### src/pkg/uefc_pkg.sv
// uefc_pkg: register indices, field positions, masks and reset values
// for the per-channel enhanced feature control block.
// assumes the register port addresses one 8-bit register per index.
package uefc_pkg;

	// ------------------------------------------------------------------
	// register indices on the register port
	// ------------------------------------------------------------------
	localparam logic [3:0] UEFC_IDX_WSC   = 4'h0; // tx/rx control, write side
	localparam logic [3:0] UEFC_IDX_SCR   = 4'h1; // scratch byte
	localparam logic [3:0] UEFC_IDX_FEATURE_CONTROL  = 4'h2; // feature control
	localparam logic [3:0] UEFC_IDX_EFS   = 4'h3; // enhanced feature select
	localparam logic [3:0] UEFC_IDX_START_FLOW_CHAR_1  = 4'h4;
	localparam logic [3:0] UEFC_IDX_START_FLOW_CHAR_2  = 4'h5;
	localparam logic [3:0] UEFC_IDX_STOP_FLOW_CHAR_1 = 4'h6;
	localparam logic [3:0] UEFC_IDX_STOP_FLOW_CHAR_2 = 4'h7;
	localparam logic [3:0] UEFC_IDX_MCR   = 4'h8; // modem control
	localparam logic [3:0] UEFC_IDX_IER   = 4'h9; // interrupt enable
	localparam logic [3:0] UEFC_IDX_FCR   = 4'ha; // fifo control

	// ------------------------------------------------------------------
	// field positions
	// ------------------------------------------------------------------
	localparam int UEFC_WSC_NINE   = 0;
	localparam int UEFC_WSC_RXHALT = 2;
	localparam int UEFC_WSC_TXHALT = 3;
	localparam int UEFC_WSC_DLY_LO = 4;
	localparam int UEFC_FEATURE_CONTROL_IRINV = 4;
	localparam int UEFC_FEATURE_CONTROL_A485  = 5;
	localparam int UEFC_EFS_ENH    = 4;
	localparam int UEFC_EFS_SPC    = 5;
	localparam int UEFC_EFS_ARTS   = 6;
	localparam int UEFC_EFS_ACTS   = 7;
	localparam int UEFC_MCR_DTR    = 0;
	localparam int UEFC_MCR_RTS    = 1;
	localparam int UEFC_MCR_FSEL   = 2;

	// ------------------------------------------------------------------
	// enhanced bits, writable only while the enhance enable bit is set
	// ------------------------------------------------------------------
	localparam logic [7:0] UEFC_MASK_IER = 8'he0;
	localparam logic [7:0] UEFC_MASK_FCR = 8'h30;
	localparam logic [7:0] UEFC_MASK_MCR = 8'hec;
	localparam logic [7:0] UEFC_MASK_WSC = 8'hfc;

	// ------------------------------------------------------------------
	// reset values and flow selection codes
	// ------------------------------------------------------------------
	localparam logic [7:0] UEFC_RST_ZERO = 8'h00;
	localparam logic [7:0] UEFC_RST_SCR  = 8'hff;
	localparam logic [1:0] UEFC_SEL_NONE = 2'h0;
	localparam logic [1:0] UEFC_SEL_P2   = 2'h1;
	localparam logic [1:0] UEFC_SEL_P1   = 2'h2;
	localparam logic [1:0] UEFC_SEL_BOTH = 2'h3;

	typedef enum logic [1:0] {UEFC_DIR_IDLE, UEFC_DIR_SEND, UEFC_DIR_TURN} uefc_dir_t;

endpackage

### src/hdl/uefc_ctrl.sv
// uefc_ctrl: enhanced control of one serial channel: halts, 9-bit mode,
// scratch byte, half-duplex direction, flow control and char detect.
// assumes the tx/rx engines and fifos live outside and report through
// the engine ports; register port is synchronous to sys_clk_i.

module uefc_ctrl
	import uefc_pkg::*;
#(
	parameter int DLY_W = 4
)(
	input  wire logic       sys_clk_i,
	input  wire logic       rst_i,
	input  wire logic       reg_wr_i,
	input  wire logic       reg_rd_i,
	input  wire logic [3:0] reg_addr_i,
	input  wire logic [7:0] reg_wdata_i,
	output logic      [7:0] reg_rdata_o,
	input  wire logic       bit_tick_i,
	input  wire logic       tx_load_i,
	input  wire logic       tx_fifo_empty_i,
	input  wire logic       tx_shift_busy_i,
	input  wire logic       rx_busy_i,
	input  wire logic       rx_char_valid_i,
	input  wire logic [7:0] rx_char_i,
	input  wire logic       rx_at_trigger_i,
	input  wire logic       rx_upper_i,
	input  wire logic       rx_lower_i,
	input  wire logic       rx_pin_i,
	input  wire logic       cts_n_i,
	input  wire logic       dsr_n_i,
	output logic            rx_line_o,
	output logic            tx_go_o,
	output logic            rx_enable_o,
	output logic            nine_bit_o,
	output logic            tx_irq_o,
	output logic            rx_trig_irq_o,
	output logic            rts_n_o,
	output logic            dtr_n_o,
	output logic            rx_store_o,
	output logic      [7:0] rx_store_data_o,
	output logic            xoff_irq_o,
	output logic            xon_det_o,
	output logic            special_irq_o,
	output logic      [1:0] tx_flow_sel_o
);

	// ------------------------------------------------------------------
	// register storage
	// ------------------------------------------------------------------
	logic [7:0] wsc_r, scr_r, feature_control_r, efs_r, mcr_r, ier_r, fcr_r;
	logic [7:0] start_flow_char_1_r, start_flow_char_2_r, stop_flow_char_1_r, stop_flow_char_2_r;
	logic       enh;
	logic       wr_wsc, wr_mcr, wr_ier, wr_fcr;

	// keep gated bits unless enhance is on
	function automatic logic [7:0] uefc_merge(input logic [7:0] old_v,
		input logic [7:0] new_v, input logic [7:0] mask, input logic en);
		logic [7:0] keep;
		keep = en ? 8'h00 : mask;
		return (old_v & keep) | (new_v & ~keep);
	endfunction

	assign enh    = efs_r[UEFC_EFS_ENH];
	assign wr_wsc = reg_wr_i && (reg_addr_i == UEFC_IDX_WSC);
	assign wr_mcr = reg_wr_i && (reg_addr_i == UEFC_IDX_MCR);
	assign wr_ier = reg_wr_i && (reg_addr_i == UEFC_IDX_IER);
	assign wr_fcr = reg_wr_i && (reg_addr_i == UEFC_IDX_FCR);

	// gated registers; cleared by reset for legacy behaviour
	always_ff @(posedge sys_clk_i or posedge rst_i)
	begin
		if (rst_i)
		begin
			wsc_r <= UEFC_RST_ZERO;
			mcr_r <= UEFC_RST_ZERO;
			ier_r <= UEFC_RST_ZERO;
			fcr_r <= UEFC_RST_ZERO;
		end
		else
		begin
			// latched bits hold while enhance is off
			if (wr_wsc)
				wsc_r <= uefc_merge(wsc_r, reg_wdata_i, UEFC_MASK_WSC, enh);
			if (wr_mcr)
				mcr_r <= uefc_merge(mcr_r, reg_wdata_i, UEFC_MASK_MCR, enh);
			if (wr_ier)
				ier_r <= uefc_merge(ier_r, reg_wdata_i, UEFC_MASK_IER, enh);
			if (wr_fcr)
				fcr_r <= uefc_merge(fcr_r, reg_wdata_i, UEFC_MASK_FCR, enh);
		end
	end

	// plain registers: scratch, feature, select and flow characters
	always_ff @(posedge sys_clk_i or posedge rst_i)
	begin
		if (rst_i)
		begin
			scr_r   <= UEFC_RST_SCR;
			feature_control_r  <= UEFC_RST_ZERO;
			efs_r   <= UEFC_RST_ZERO;
			start_flow_char_1_r  <= UEFC_RST_ZERO;
			start_flow_char_2_r  <= UEFC_RST_ZERO;
			stop_flow_char_1_r <= UEFC_RST_ZERO;
			stop_flow_char_2_r <= UEFC_RST_ZERO;
		end
		else if (reg_wr_i)
		begin
			case (reg_addr_i)
				UEFC_IDX_SCR:   scr_r   <= reg_wdata_i;
				UEFC_IDX_FEATURE_CONTROL:  feature_control_r  <= reg_wdata_i & 8'h30;
				UEFC_IDX_EFS:   efs_r   <= reg_wdata_i;
				UEFC_IDX_START_FLOW_CHAR_1:  start_flow_char_1_r  <= reg_wdata_i;
				UEFC_IDX_START_FLOW_CHAR_2:  start_flow_char_2_r  <= reg_wdata_i;
				UEFC_IDX_STOP_FLOW_CHAR_1: stop_flow_char_1_r <= reg_wdata_i;
				UEFC_IDX_STOP_FLOW_CHAR_2: stop_flow_char_2_r <= reg_wdata_i;
				default:        ;
			endcase
		end
	end

	// read data; write-only registers read as zero
	// neither halt gates this port, so queued data stays readable
	always_ff @(posedge sys_clk_i or posedge rst_i)
	begin
		if (rst_i)
			reg_rdata_o <= UEFC_RST_ZERO;
		else if (reg_rd_i)
		begin
			case (reg_addr_i)
				UEFC_IDX_SCR:  reg_rdata_o <= scr_r;
				UEFC_IDX_FEATURE_CONTROL: reg_rdata_o <= feature_control_r;
				UEFC_IDX_EFS:  reg_rdata_o <= efs_r;
				UEFC_IDX_MCR:  reg_rdata_o <= mcr_r;
				UEFC_IDX_IER:  reg_rdata_o <= ier_r;
				UEFC_IDX_FCR:  reg_rdata_o <= fcr_r;
				default:       reg_rdata_o <= UEFC_RST_ZERO;
			endcase
		end
	end

	// ------------------------------------------------------------------
	// pin synchronisers: three stages, change taken when 2nd and 3rd agree
	// ------------------------------------------------------------------
	logic [2:0] pin_raw, s1_r, s2_r, s3_r, pin_f_r;
	logic       rx_f, cts_f, dsr_f;

	assign pin_raw = {dsr_n_i, cts_n_i, rx_pin_i};

	// one process for all three pins, so each vector has a single driver
	always_ff @(posedge sys_clk_i or posedge rst_i)
	begin
		if (rst_i)
		begin
			s1_r    <= 3'h7;
			s2_r    <= 3'h7;
			s3_r    <= 3'h7;
			pin_f_r <= 3'h7;
		end
		else
		begin
			s1_r    <= pin_raw;
			s2_r    <= s1_r;
			s3_r    <= s2_r;
			// a bit moves only where the last two stages agree
			pin_f_r <= (s3_r & ~(s2_r ^ s3_r)) | (pin_f_r & (s2_r ^ s3_r));
		end
	end

	assign rx_f  = pin_f_r[0];
	assign cts_f = pin_f_r[1];
	assign dsr_f = pin_f_r[2];

	// ------------------------------------------------------------------
	// half-duplex direction with turnaround delay
	// ------------------------------------------------------------------
	uefc_dir_t  dir_r, dir_nxt;
	logic [DLY_W-1:0] dly_r, dly_nxt;
	logic       a485, tx_drained;

	assign a485       = feature_control_r[UEFC_FEATURE_CONTROL_A485];
	assign tx_drained = tx_fifo_empty_i && !tx_shift_busy_i;

	// a new load always wins over a pending turnaround
	always_comb
	begin
		dir_nxt = dir_r;
		dly_nxt = dly_r;
		case (dir_r)
			UEFC_DIR_IDLE:
				if (tx_load_i)
					dir_nxt = UEFC_DIR_SEND;
			UEFC_DIR_SEND:
				if (tx_drained)
				begin
					dly_nxt = wsc_r[UEFC_WSC_DLY_LO +: DLY_W];
					dir_nxt = (dly_nxt == '0) ? UEFC_DIR_IDLE : UEFC_DIR_TURN;
				end
			UEFC_DIR_TURN:
				if (tx_load_i)
					dir_nxt = UEFC_DIR_SEND;
				else if (bit_tick_i)
				begin
					dly_nxt = dly_r - 1'b1;
					if (dly_r == 1)
						dir_nxt = UEFC_DIR_IDLE;
				end
			default:
				dir_nxt = UEFC_DIR_IDLE;
		endcase
		if (!a485)
			dir_nxt = UEFC_DIR_IDLE;
	end

	always_ff @(posedge sys_clk_i or posedge rst_i)
	begin
		if (rst_i)
		begin
			dir_r <= UEFC_DIR_IDLE;
			dly_r <= '0;
		end
		else
		begin
			dir_r <= dir_nxt;
			dly_r <= dly_nxt;
		end
	end

	// ------------------------------------------------------------------
	// receive halt credit: one character may still complete
	// ------------------------------------------------------------------
	logic rx_halt, halt_q_r, credit_r, credit_nxt;

	assign rx_halt = wsc_r[UEFC_WSC_RXHALT];

	// a char in progress consumes the credit, otherwise the next one
	always_comb
	begin
		credit_nxt = credit_r;
		if (rx_halt && !halt_q_r)
			credit_nxt = 1'b1;
		else if (rx_char_valid_i || !rx_halt)
			credit_nxt = 1'b0;
	end

	// clearing while the line toggles may admit garbage; software's job
	always_ff @(posedge sys_clk_i or posedge rst_i)
	begin
		if (rst_i)
		begin
			halt_q_r    <= 1'b0;
			credit_r    <= 1'b0;
			rx_enable_o <= 1'b1;
		end
		else
		begin
			halt_q_r    <= rx_halt;
			credit_r    <= credit_nxt;
			rx_enable_o <= !rx_halt || credit_nxt;
		end
	end

	// ------------------------------------------------------------------
	// software flow compare and special character detect
	// ------------------------------------------------------------------
	logic [1:0] rx_sel, tx_sel;
	logic       m_on1, m_on2, m_off1, m_off2, prev_on1_r, prev_off1_r;
	logic       hit_on, hit_off, spc, take, seq_mode;

	assign rx_sel   = efs_r[1:0];
	assign tx_sel   = efs_r[3:2];
	assign seq_mode = (rx_sel == UEFC_SEL_BOTH) && (tx_sel == UEFC_SEL_BOTH);
	assign take     = rx_char_valid_i && rx_enable_o;
	assign m_on1    = rx_char_i == start_flow_char_1_r;
	assign m_on2    = rx_char_i == start_flow_char_2_r;
	assign m_off1   = rx_char_i == stop_flow_char_1_r;
	assign m_off2   = rx_char_i == stop_flow_char_2_r;
	assign spc      = efs_r[UEFC_EFS_SPC] && m_off2;

	// decode of the receive selection into flow hits
	always_comb
	begin
		hit_on  = 1'b0;
		hit_off = 1'b0;
		case (rx_sel)
			UEFC_SEL_P1:
			begin
				hit_on  = m_on1;
				hit_off = m_off1;
			end
			UEFC_SEL_P2:
			begin
				hit_on  = m_on2;
				hit_off = m_off2;
			end
			UEFC_SEL_BOTH:
				if (seq_mode)
				begin
					hit_on  = prev_on1_r && m_on2;
					hit_off = prev_off1_r && m_off2;
				end
				else
				begin
					hit_on  = m_on1 || m_on2;
					hit_off = m_off1 || m_off2;
				end
			default: ;
		endcase
	end

	// flow chars are swallowed except the first of a sequence-mode pair; a plain special match is stored
	always_ff @(posedge sys_clk_i or posedge rst_i)
	begin
		if (rst_i)
		begin
			prev_on1_r      <= 1'b0;
			prev_off1_r     <= 1'b0;
			rx_store_o      <= 1'b0;
			rx_store_data_o <= UEFC_RST_ZERO;
			xoff_irq_o      <= 1'b0;
			xon_det_o       <= 1'b0;
			special_irq_o   <= 1'b0;
		end
		else
		begin
			if (take)
			begin
				prev_on1_r  <= m_on1;
				prev_off1_r <= m_off1;
			end
			rx_store_o      <= take && !hit_on && !hit_off;
			rx_store_data_o <= rx_char_i;
			xoff_irq_o      <= take && hit_off;
			xon_det_o       <= take && hit_on;
			special_irq_o   <= take && spc;
		end
	end

	// ------------------------------------------------------------------
	// transmit gating: halt, hardware and software flow
	// ------------------------------------------------------------------
	logic sw_hold_r, hw_in;

	assign hw_in = mcr_r[UEFC_MCR_FSEL] ? dsr_f : cts_f;

	// a stop-flow char holds the transmitter until a start-flow char
	always_ff @(posedge sys_clk_i or posedge rst_i)
	begin
		if (rst_i)
			sw_hold_r <= 1'b0;
		else if (rx_sel == UEFC_SEL_NONE)
			sw_hold_r <= 1'b0;
		else if (take && hit_off)
			sw_hold_r <= 1'b1;
		else if (take && hit_on)
			sw_hold_r <= 1'b0;
	end

	// shifter load permission; bytes stay queued in the tx fifo
	always_ff @(posedge sys_clk_i or posedge rst_i)
	begin
		if (rst_i)
			tx_go_o <= 1'b0;
		else
			tx_go_o <= !wsc_r[UEFC_WSC_TXHALT] && !sw_hold_r
				&& !(efs_r[UEFC_EFS_ACTS] && hw_in);
	end

	// ------------------------------------------------------------------
	// receive side hardware flow hold and pin outputs
	// ------------------------------------------------------------------
	logic hold_r, arts, rts_flow, dtr_flow;

	assign arts     = efs_r[UEFC_EFS_ARTS];
	assign rts_flow = arts && !mcr_r[UEFC_MCR_FSEL];
	assign dtr_flow = arts && mcr_r[UEFC_MCR_FSEL];

	// hysteresis between upper and lower trigger
	always_ff @(posedge sys_clk_i or posedge rst_i)
	begin
		if (rst_i)
			hold_r <= 1'b0;
		else if (!arts || rx_lower_i)
			hold_r <= 1'b0;
		else if (rx_upper_i)
			hold_r <= 1'b1;
	end

	// direction control takes the rts pin over flow control
	always_ff @(posedge sys_clk_i or posedge rst_i)
	begin
		if (rst_i)
		begin
			rts_n_o       <= 1'b1;
			dtr_n_o       <= 1'b1;
			rx_line_o     <= 1'b1;
			nine_bit_o    <= 1'b0;
			tx_irq_o      <= 1'b0;
			rx_trig_irq_o <= 1'b0;
			tx_flow_sel_o <= UEFC_SEL_NONE;
		end
		else
		begin
			if (a485)
				rts_n_o <= dir_nxt != UEFC_DIR_IDLE;
			else
				rts_n_o <= !mcr_r[UEFC_MCR_RTS] || (rts_flow && hold_r);
			dtr_n_o       <= !mcr_r[UEFC_MCR_DTR] || (dtr_flow && hold_r);
			rx_line_o     <= rx_f ^ feature_control_r[UEFC_FEATURE_CONTROL_IRINV];
			nine_bit_o    <= wsc_r[UEFC_WSC_NINE];
			tx_irq_o      <= a485 ? tx_drained : tx_fifo_empty_i;
			rx_trig_irq_o <= arts && rx_at_trigger_i;
			tx_flow_sel_o <= tx_sel;
		end
	end

	// ------------------------------------------------------------------
	// assertions
	// ------------------------------------------------------------------
	property p_tx_halt;
		@(posedge sys_clk_i) disable iff (rst_i)
		wsc_r[UEFC_WSC_TXHALT] |=> !tx_go_o;
	endproperty
	a_tx_halt: assert property (p_tx_halt)
		else $error("transmitter not stopped by halt");

	property p_rx_halt;
		@(posedge sys_clk_i) disable iff (rst_i)
		rx_halt && halt_q_r && !credit_r ##1 rx_halt |-> !rx_enable_o;
	endproperty
	a_rx_halt: assert property (p_rx_halt)
		else $error("receiver enabled after halt credit used");

	property p_nine;
		@(posedge sys_clk_i) disable iff (rst_i)
		wsc_r[UEFC_WSC_NINE] [*2] |-> nine_bit_o;
	endproperty
	a_nine: assert property (p_nine)
		else $error("nine bit mode output wrong");

	property p_scratch;
		@(posedge sys_clk_i) disable iff (rst_i)
		reg_wr_i && reg_addr_i == UEFC_IDX_SCR ##1 reg_rd_i && reg_addr_i == UEFC_IDX_SCR
		|=> reg_rdata_o == $past(reg_wdata_i, 2);
	endproperty
	a_scratch: assert property (p_scratch)
		else $error("scratch byte readback mismatch");

	property p_gate;
		@(posedge sys_clk_i) disable iff (rst_i)
		!enh && wr_wsc |=> wsc_r[7:2] == $past(wsc_r[7:2]);
	endproperty
	a_gate: assert property (p_gate)
		else $error("gated bits changed while enhance off");

	property p_dir_up;
		@(posedge sys_clk_i) disable iff (rst_i)
		a485 && tx_load_i |=> rts_n_o;
	endproperty
	a_dir_up: assert property (p_dir_up)
		else $error("direction output not raised on load");

	property p_cts;
		@(posedge sys_clk_i) disable iff (rst_i)
		efs_r[UEFC_EFS_ACTS] && !mcr_r[UEFC_MCR_FSEL] && cts_f |=> !tx_go_o;
	endproperty
	a_cts: assert property (p_cts)
		else $error("transmitter ran with cts high");

	property p_special;
		@(posedge sys_clk_i) disable iff (rst_i)
		take && efs_r[UEFC_EFS_SPC] && rx_sel == UEFC_SEL_P2 && m_off2
		|=> special_irq_o && xoff_irq_o && !rx_store_o;
	endproperty
	a_special: assert property (p_special)
		else $error("pair two special char handled wrong");

	property p_polarity;
		@(posedge sys_clk_i) disable iff (rst_i)
		!feature_control_r[UEFC_FEATURE_CONTROL_IRINV] && $stable(rx_f) ##1 $stable(rx_f) |-> rx_line_o == rx_f;
	endproperty
	a_polarity: assert property (p_polarity)
		else $error("receive polarity wrong");

	property p_txirq;
		@(posedge sys_clk_i) disable iff (rst_i)
		a485 && tx_shift_busy_i |=> !tx_irq_o;
	endproperty
	a_txirq: assert property (p_txirq)
		else $error("tx interrupt while shifter busy");

endmodule // uefc_ctrl

### config.mk
export PLATFORM = sky130hd
export DESIGN_NAME = uefc_ctrl
export DESIGN_NICKNAME = d
export VERILOG_FILES = /design/src/pkg/uefc_pkg.sv /design/src/hdl/uefc_ctrl.sv
export SDC_FILE = /design/constraint.sdc
export NUM_CORES = 1
export LEC_CHECK = 0
export ABC_AREA = 1
export BUFFER_PORTS_ARGS = -buffer_cell sky130_fd_sc_hd__buf_2
export CAP_MARGIN = 20
export CORE_MARGIN = 4
export CORE_UTILIZATION = 58
export DETAILED_ROUTE_END_ITERATION = 10
export GPL_TIMING_DRIVEN = 1
export PLACE_DENSITY_LB_ADDON = 0.3
export SYNTH_ARGS = -nofsm -noshare
export SYNTH_HDL_FRONTEND = slang
export SYNTH_SLANG_ARGS = --single-unit
### constraint.sdc
create_clock -name sys_clk_i -period 6 [get_ports sys_clk_i]
set_clock_uncertainty 0.05 [all_clocks]
set_input_delay 1.5 -clock sys_clk_i [delete_from_list [all_inputs] [get_ports sys_clk_i]]
set_output_delay 1.5 -clock sys_clk_i [all_outputs]
set_load 0.01 [all_outputs]
**After elaboration in Yosys (flattened, before gate mapping)**

Cells that the tools add are included.

- Register bits after elaboration: 136
- Latch bits: 0
- RAM bits: 0
- Memory bits (read-only): 0
- Bits of input ports: 36
- Memories kept: 0

- Add/subtract/negate cells: 1
- $mul: 0
- Divide/modulo/power cells: 0
- $lt $le $gt $ge: 0
- Eq/ne operators: 24
- Shifts and indexed selects: 0
- Mux-type cells: 31
- Bitwise logic cells: 22
- Reduce and logical (&&, ||, !) cells: 59

Operators by type and width:

| kind | number |
|---|---|
| bitwise AND 8 bit | 7 |
| one-hot mux 8 bit (6 select lines) | 1 |
| == test 8 bit | 4 |
| bitwise OR 8 bit | 4 |
| logical AND 1 bit | 24 |
| two-way mux 8 bit | 3 |
| NOT 8 bit | 3 |
| == test 4 x 3 -> 1 bit (second input constant) | 4 |
| two-way mux 2 bit | 7 |
| AND reduction 2 bit | 7 |
| == test 4 bit (second input constant) | 3 |
| zero test 1 bit | 12 |
| two-way mux 1 bit | 12 |
| two-way mux 4 bit | 3 |
| bitwise AND 8 x 6 -> 8 bit | 1 |
| == test 2 bit (second input constant) | 4 |
| == test 4 x 1 -> 1 bit (second input constant) | 2 |
| == test 4 x 2 -> 1 bit (second input constant) | 2 |
| zero test 4 bit | 2 |
| NOT 6 -> 8 bit | 1 |
| one-hot mux 4 bit (2 select lines) | 1 |
| logical OR 1 bit | 7 |
| bitwise AND 3 bit | 2 |
| two-way mux 6 bit | 1 |
| other kinds (13) | 20 |

**Depth between registers and ports, before layout**

Gate-level depths: netlist of the first run.

- Word-level depth: 8
- Gate-level depth with buffers: 12
- Depth with buffers taken out: 12

**Worst setup path after synthesis of the first run**

Ideal clock, no wire load.

- Path kind: input-to-reg
- From: input port rx_char_i[3]
- To: register sw_hold_r
- Arrival: 2.455 ns
- Required time: 5.834 ns
- Path slack: 3.379 ns
- Stages: 11
- Cells stage by stage: clkbuf_1 -> xnor2_1 -> nand2_1 -> nor2_1 -> nand3_1 -> nand2_1 -> nand2_1 -> nand2_1 -> nand2_1 -> nand2_1 -> nand2_1

- Cells in the longest elaborated chain, start to end: 7

RTL lines:

| element | line | source |
|---|---|---|
| start, declared | uefc_ctrl.sv:24 | `input wire logic [7:0] rx_char_i,` |
| == test 8 bit (on tied branches) | uefc_ctrl.sv:275, uefc_ctrl.sv:276 |  |
| logical OR 1 bit / logical AND 1 bit (equally long branches) | uefc_ctrl.sv:304, uefc_ctrl.sv:299 |  |
| two-way mux 1 bit | uefc_ctrl.sv:296 | `if (seq_mode)` |
| one-hot mux 1 bit (3 select lines) | uefc_ctrl.sv:284 | `case (rx_sel)` |
| logical AND 1 bit | uefc_ctrl.sv:352 | `else if (take && hit_off)` |
| two-way mux 1 bit | uefc_ctrl.sv:352 |  |
| two-way mux 1 bit | uefc_ctrl.sv:350 | `else if (rx_sel == UEFC_SEL_NONE)` |
| end signal, assigned | uefc_ctrl.sv:349 | `sw_hold_r <= 1'b0;` |
| end signal, assigned | uefc_ctrl.sv:351 | `sw_hold_r <= 1'b0;` |
| end signal, assigned | uefc_ctrl.sv:353 | `sw_hold_r <= 1'b1;` |
| end, declared | uefc_ctrl.sv:341 | `logic sw_hold_r, hw_in;` |

Several ways; a longest one is shown, not always the timed one.
A chain may end at the register's enable or synchronous reset.

==> results of run 1 <==
[Yosys cell counts (4+ instances only)]
cell type	count	area, um^2
nand3_1	21	105
dfrtp_1	111	2780
o21ai_2	14	123
a21oi_1	23	115
inv_1	73	274
buf_2	5	25.0
nand4_1	5	31.3
nor2_1	50	188
nand2_1	174	653
dfstp_2	24	631
o21ai_0	69	345
clkbuf_1	4	15.0
xnor2_1	23	201
o211ai_1	7	52.6
nor2_4	6	67.6
[worst max-delay path by stage]
stage                  startpoint  slack (ns)                    endpoint  cells after the start
finish              reg_addr_i[3]        2.84                    register                      8
floorplan                   rst_i        0.88  asynchronous set/reset pin                      1
CTS                 reg_addr_i[3]        2.91                    register                      8
global placement    reg_addr_i[3]        2.39                    register                      8
detailed placement  reg_addr_i[3]        2.33                    register                      8
global route        reg_addr_i[3]        2.65                    register                      8
[worst max-delay path: stages]
cell	delay, ns
buf_2	0.09
inv_1	0.06
nor2_1	0.56
nand2_1	0.34
nor2_1	0.52
nand2_2	0.22
nand2_1	0.11
o21ai_0	0.09
[cell families after synthesis]
logic type	synth area share
compound gates	0.120
flops	0.572
mux	0.00378
simple gates	0.196
buf+inv	0.0609
xor+xnor	0.0382
fa+ha+maj	0.00923
[routing by layer]
layer	GRT usage	wire length, um	vias up
met5	0	0	-
met4	0.116	305	0
met3	0.0511	710	26
met2	0.401	6840	158
met1	0.338	6020	2278
li1	-	-	2225
[through the flow]
stage                     instances  hold slack (ns)
after floorplan                 651            0.295
after global placement          837            0.296
after detailed placement        837            0.297
after CTS                       869            0.302
after global routing            869            0.310
final                           869            0.300
[cell type report]
class,instances,area [um^2]
clock buffers,19,422
flip-flops and latches,135,3410
repair buffers,66,335
fillers,750,2940
multi-input cells,427,2190
inverters,76,288
clock inverters,13,156
well taps,133,166
[power by group]
| part | internal (mW) | leakage (nW) | total (mW) | switching (mW) |
|---|---|---|---|---|
| Sequential | 1.09 | 1.64 | 1.19 | 0.107 |
| Clock | 0.630 | 0.281 | 1.01 | 0.385 |
| Combinational | 0.164 | 1.43 | 0.406 | 0.242 |
| Total | 1.88 | 3.35 | 2.61 | 0.733 |
==> run_results.csv, run 1 <==
group,metric,value,unit
finish,antenna_cells,0,
power_and_ir_drop,vdd_drop_max,217,uV
place,dpl_cell_area,6390,um^2
place,gp_congestion,0.921,
synth,synth_cell_types,39,
clocking,cts_hold_buf,0,
finish,layout_common_cells,"174 x nand2_1, 111 x dfrtp_1, 72 x inv_1",
synth,ys_warn_count,0,
critical_path,crit_required,6.34,ns
sta,tightest_slew,0.728,ns
power_and_ir_drop,p_leak,3.35,nW
sta,final.setup.tns,0,ns
clocking,cts_setup_buffers,0,
route,first_pass_iters,5,
sta,rsz0062_at_grt,"false",
min_path,hold_path_end,"s2_r[2]",
finish,final_common_cell,"nand2_1",
place,hpwl,9600,um
critical_path,criticalPathCategory,"input pin to register",
power_and_ir_drop,powerDensity,375,nW/um^2
critical_path,crit_path_start_kind,"input pin",
clocking,path_clk_slew,0.06,ns
critical_path,r2r_cells,4,
finish,fin_nets,761,
synth,synth_edf_count,0,
sta,setup_viol,0,
critical_path,regToRegSetupSlack,4.41,ns
route,routed_via_density,5.39,
sta,fin_ws,2.84,ns
floorplan,core,9910,um^2
clocking,tritoncts,"yes",
finish,final_area,6970,um^2
route,drt-initial-drc-count,410,
clocking,h-tree-depth,4,
sta,fin_crit_sh,0.526,
min_path,whs_path_depth,0,
floorplan,die_y,109,um
synth,avgSynthCellArea,9.16,um^2
global_routing,grt_pass1_vias,4642,
clocking,clkSinkCount,135,
floorplan,start_util,0.602,
critical_path,arrival,3.50,ns
synth,syn_inst,651,
global_routing,grt_pass1_wl,22800,um
min_path,hold_path.class,"register to register",
sta,fin_crit,3.16,ns
clocking,cts_root_buf,"clkbuf_8",
sta,max_freq,0.317,GHz
synth,synthArstFlopShare,1.00,
route,postRouteAntennaNets,0,
route,post-route-drc-count,0,
power_and_ir_drop,power.total,2.61,mW
critical_path,endpoint_kind,"register",
synth,synthFlopType,"dfrtp_1",
finish,syn_to_final_growth,16.9,%
clocking,cts_resized,0,
critical_path,r2r-start,"dir_r[0]",
global_routing,antenna_found_initial,0,
outcome,status,"completed",
sta,maxSlewViolCount,0,
floorplan,dieArea,12000,um^2
finish,layout-drive-gt1-share,0.209,
clocking,insertion_delay,0.53,ns
clocking,cts.path.max_buffers,2,
route,routedWlPerCell,16.0,um
global_routing,grt_max_degree,56,
route,num_vias,4687,
floorplan,rows,36,
sta,hold_viol,0,
finish,layout.core_utilization,0.703,
run,cap_violations,0,
synth,synth-seq-cells,135,
sta,relSlewSlack,0.513,
min_path,hold_path.startpoint,"s1_r[2]",
critical_path,r2r_end,"dly_r[0]",
clocking,cts_made_buffers,17,
synth,ys_seq_area_frac,0.572,
place,io_buffer_count,64,
floorplan,io_pins,66,
floorplan,die_width,109,um
synth,synth_nets,689,
route,routed_wl,13900,um
place,pre_cts_slack,2.33,ns
global_routing,grt.overflow.total,0,
critical_path,critical_path.max_fanout,11,
synth,syn_area,5960,um^2
global_routing,track_usage,0.253,
No activity file was read; power rests on OpenSTA's default activity.
==> run 2: changes to the inputs <==
Clock period 6 ns to 3.2 ns, I/O delays scaled along.
==> run 2 against run 1 <==
Net effect: register-to-register slack got worse by 2.9 ns; core utilization increased by 0.25 points; critical path depth decreased by 7; cell count increased by 0.12%; via count increased by 0.47%; sequential share of layout area decreased by 0.18 points; sequential cell count unchanged; first-iteration DRC count increased by 4.1%; hold slack improved by 0.0053 ns; wire length decreased by 1.2%; critical path type is now register to output pin; largest power group unchanged.
==> run_results.csv, run 2 (synthesis gave the netlist of run 1 again) <==
group,metric,value,unit
sta,fin_crit,2.01,ns
place,hpwl,9500,um
critical_path,endpoint_kind,"output pin",
power_and_ir_drop,power.total,4.91,mW
finish,final_common_cell,"nand2_1",
global_routing,grt_pass1_vias,4725,
route,postRouteAntennaNets,0,
finish,multi_input_area,2190,um^2
floorplan,dieArea,12000,um^2
critical_path,crit_required,2.35,ns
critical_path,cp_slowest_cell,"dfstp_2",
route,post-route-drc-count,0,
critical_path,arrival,1.16,ns
route,routed_via_density,5.41,
outcome,status,"completed",
floorplan,core,9910,um^2
sta,rsz0062_at_grt,"false",
place,pre_cts_slack,0.748,ns
finish,syn_to_final_growth,17.3,%
floorplan,rows,36,
clocking,cts_root_buf,"clkbuf_8",
route,drt-initial-drc-count,427,
clocking,tritoncts,"yes",
finish,layout_common_cells,"174 x nand2_1, 111 x dfrtp_1, 72 x inv_1",
critical_path,path_buf_inv,1,
critical_path,cp_top_family,"flip-flops",
power_and_ir_drop,vdd_drop_max,350,uV
place,gp_congestion,0.906,
sta,tightest_slew,0.693,ns
sta,fin_ws,1.19,ns
clocking,cts_setup_buffers,0,
route,routedWlPerCell,15.8,um
sta,maxSlewViolCount,0,
sta,final.setup.tns,0,ns
finish,regArea,3410,um^2
clocking,clkSinkCount,135,
sta,relSlewSlack,0.538,
clocking,cts_hold_buf,0,
run,cap_violations,0,
finish,fillers,767,
critical_path,criticalPathCategory,"register to output pin",
clocking,insertion_delay,0.52,ns
critical_path,worstPathCellList,"buf_2",
sta,fin_crit_sh,0.629,
route,routed_wl,13700,um
global_routing,grt.overflow.total,0,
global_routing,antenna_found_initial,0,
floorplan,die_y,109,um
clocking,h-tree-depth,4,
power_and_ir_drop,powerDensity,702,nW/um^2
power_and_ir_drop,p_leak,3.36,nW
min_path,hold_path.class,"register to register",
sta,max_freq,0.497,GHz
global_routing,track_usage,0.250,
floorplan,die_width,109,um
global_routing,grt_pass1_wl,22900,um
sta,setup_viol,0,
critical_path,cpPeakStageDelay,0.52,ns
critical_path,critical_path.max_fanout,2,
clocking,cts_resized,0,
clocking,cts.path.max_buffers,2,
finish,fin_nets,762,
finish,antenna_cells,0,
route,first_pass_iters,5,
finish,layout-drive-gt1-share,0.208,
floorplan,io_pins,66,
place,io_buffer_count,64,
clocking,path_clk_slew,0.06,ns
route,num_vias,4709,
critical_path,crit_path_start_kind,"register",
floorplan,start_util,0.602,
clocking,cts_made_buffers,17,
sta,hold_viol,0,
global_routing,grt_max_degree,136,
run 2: cell type report:
cell class              instances  share of cell area
flip-flops and latches        135               0.487
multi-input cells             427               0.313
clock buffers                  23              0.0653
repair buffers                 67              0.0508
inverters                      76              0.0413
well taps                     133              0.0238
clock inverters                 9              0.0179
run 2: final timing paths:
path                                   from           to  slack (ns)  depth (start not counted)
worst max register to register     dir_r[0]     dly_r[3]        1.54                          5
worst max-delay path            rx_enable_o  rx_enable_o        1.19                          1
worst min register to register      s1_r[0]      s2_r[0]        0.31                          0
min in group asynchronous             rst_i     dir_r[1]        0.42                          3
worst min-delay path                s1_r[0]      s2_r[0]        0.31                          0
max in group asynchronous             rst_i     efs_r[4]        2.17                          3
run 2: power breakdown:
group / internal (mW) / total, mW / switching [mW]
logic: 0.307 / 0.758 / 0.450
clock network: 1.22 / 1.91 / 0.686
registers: 2.04 / 2.24 / 0.201
run 2: through the flow:
step                      instance area (um^2)   util  instances  hold slack [ns]
after CTS                                 6990  0.706        870            0.307
after detailed placement                  6410  0.647        838            0.298
after global placement                    6410  0.647        838            0.297
after global routing                      6990  0.706        870            0.311
final                                     6990  0.706        870            0.306
after floorplan                           5970      -        651            0.295
run 2: per-layer routing:
metal / track usage / vias to the layer above / wire length, um
met1: 0.327 / 2266 / 5880
met5: 0 / - / 0
met2: 0.408 / 186 / 6620
met4: 0.0926 / 0 / 314
met3: 0.0617 / 31 / 889
li1: - / 2226 / -
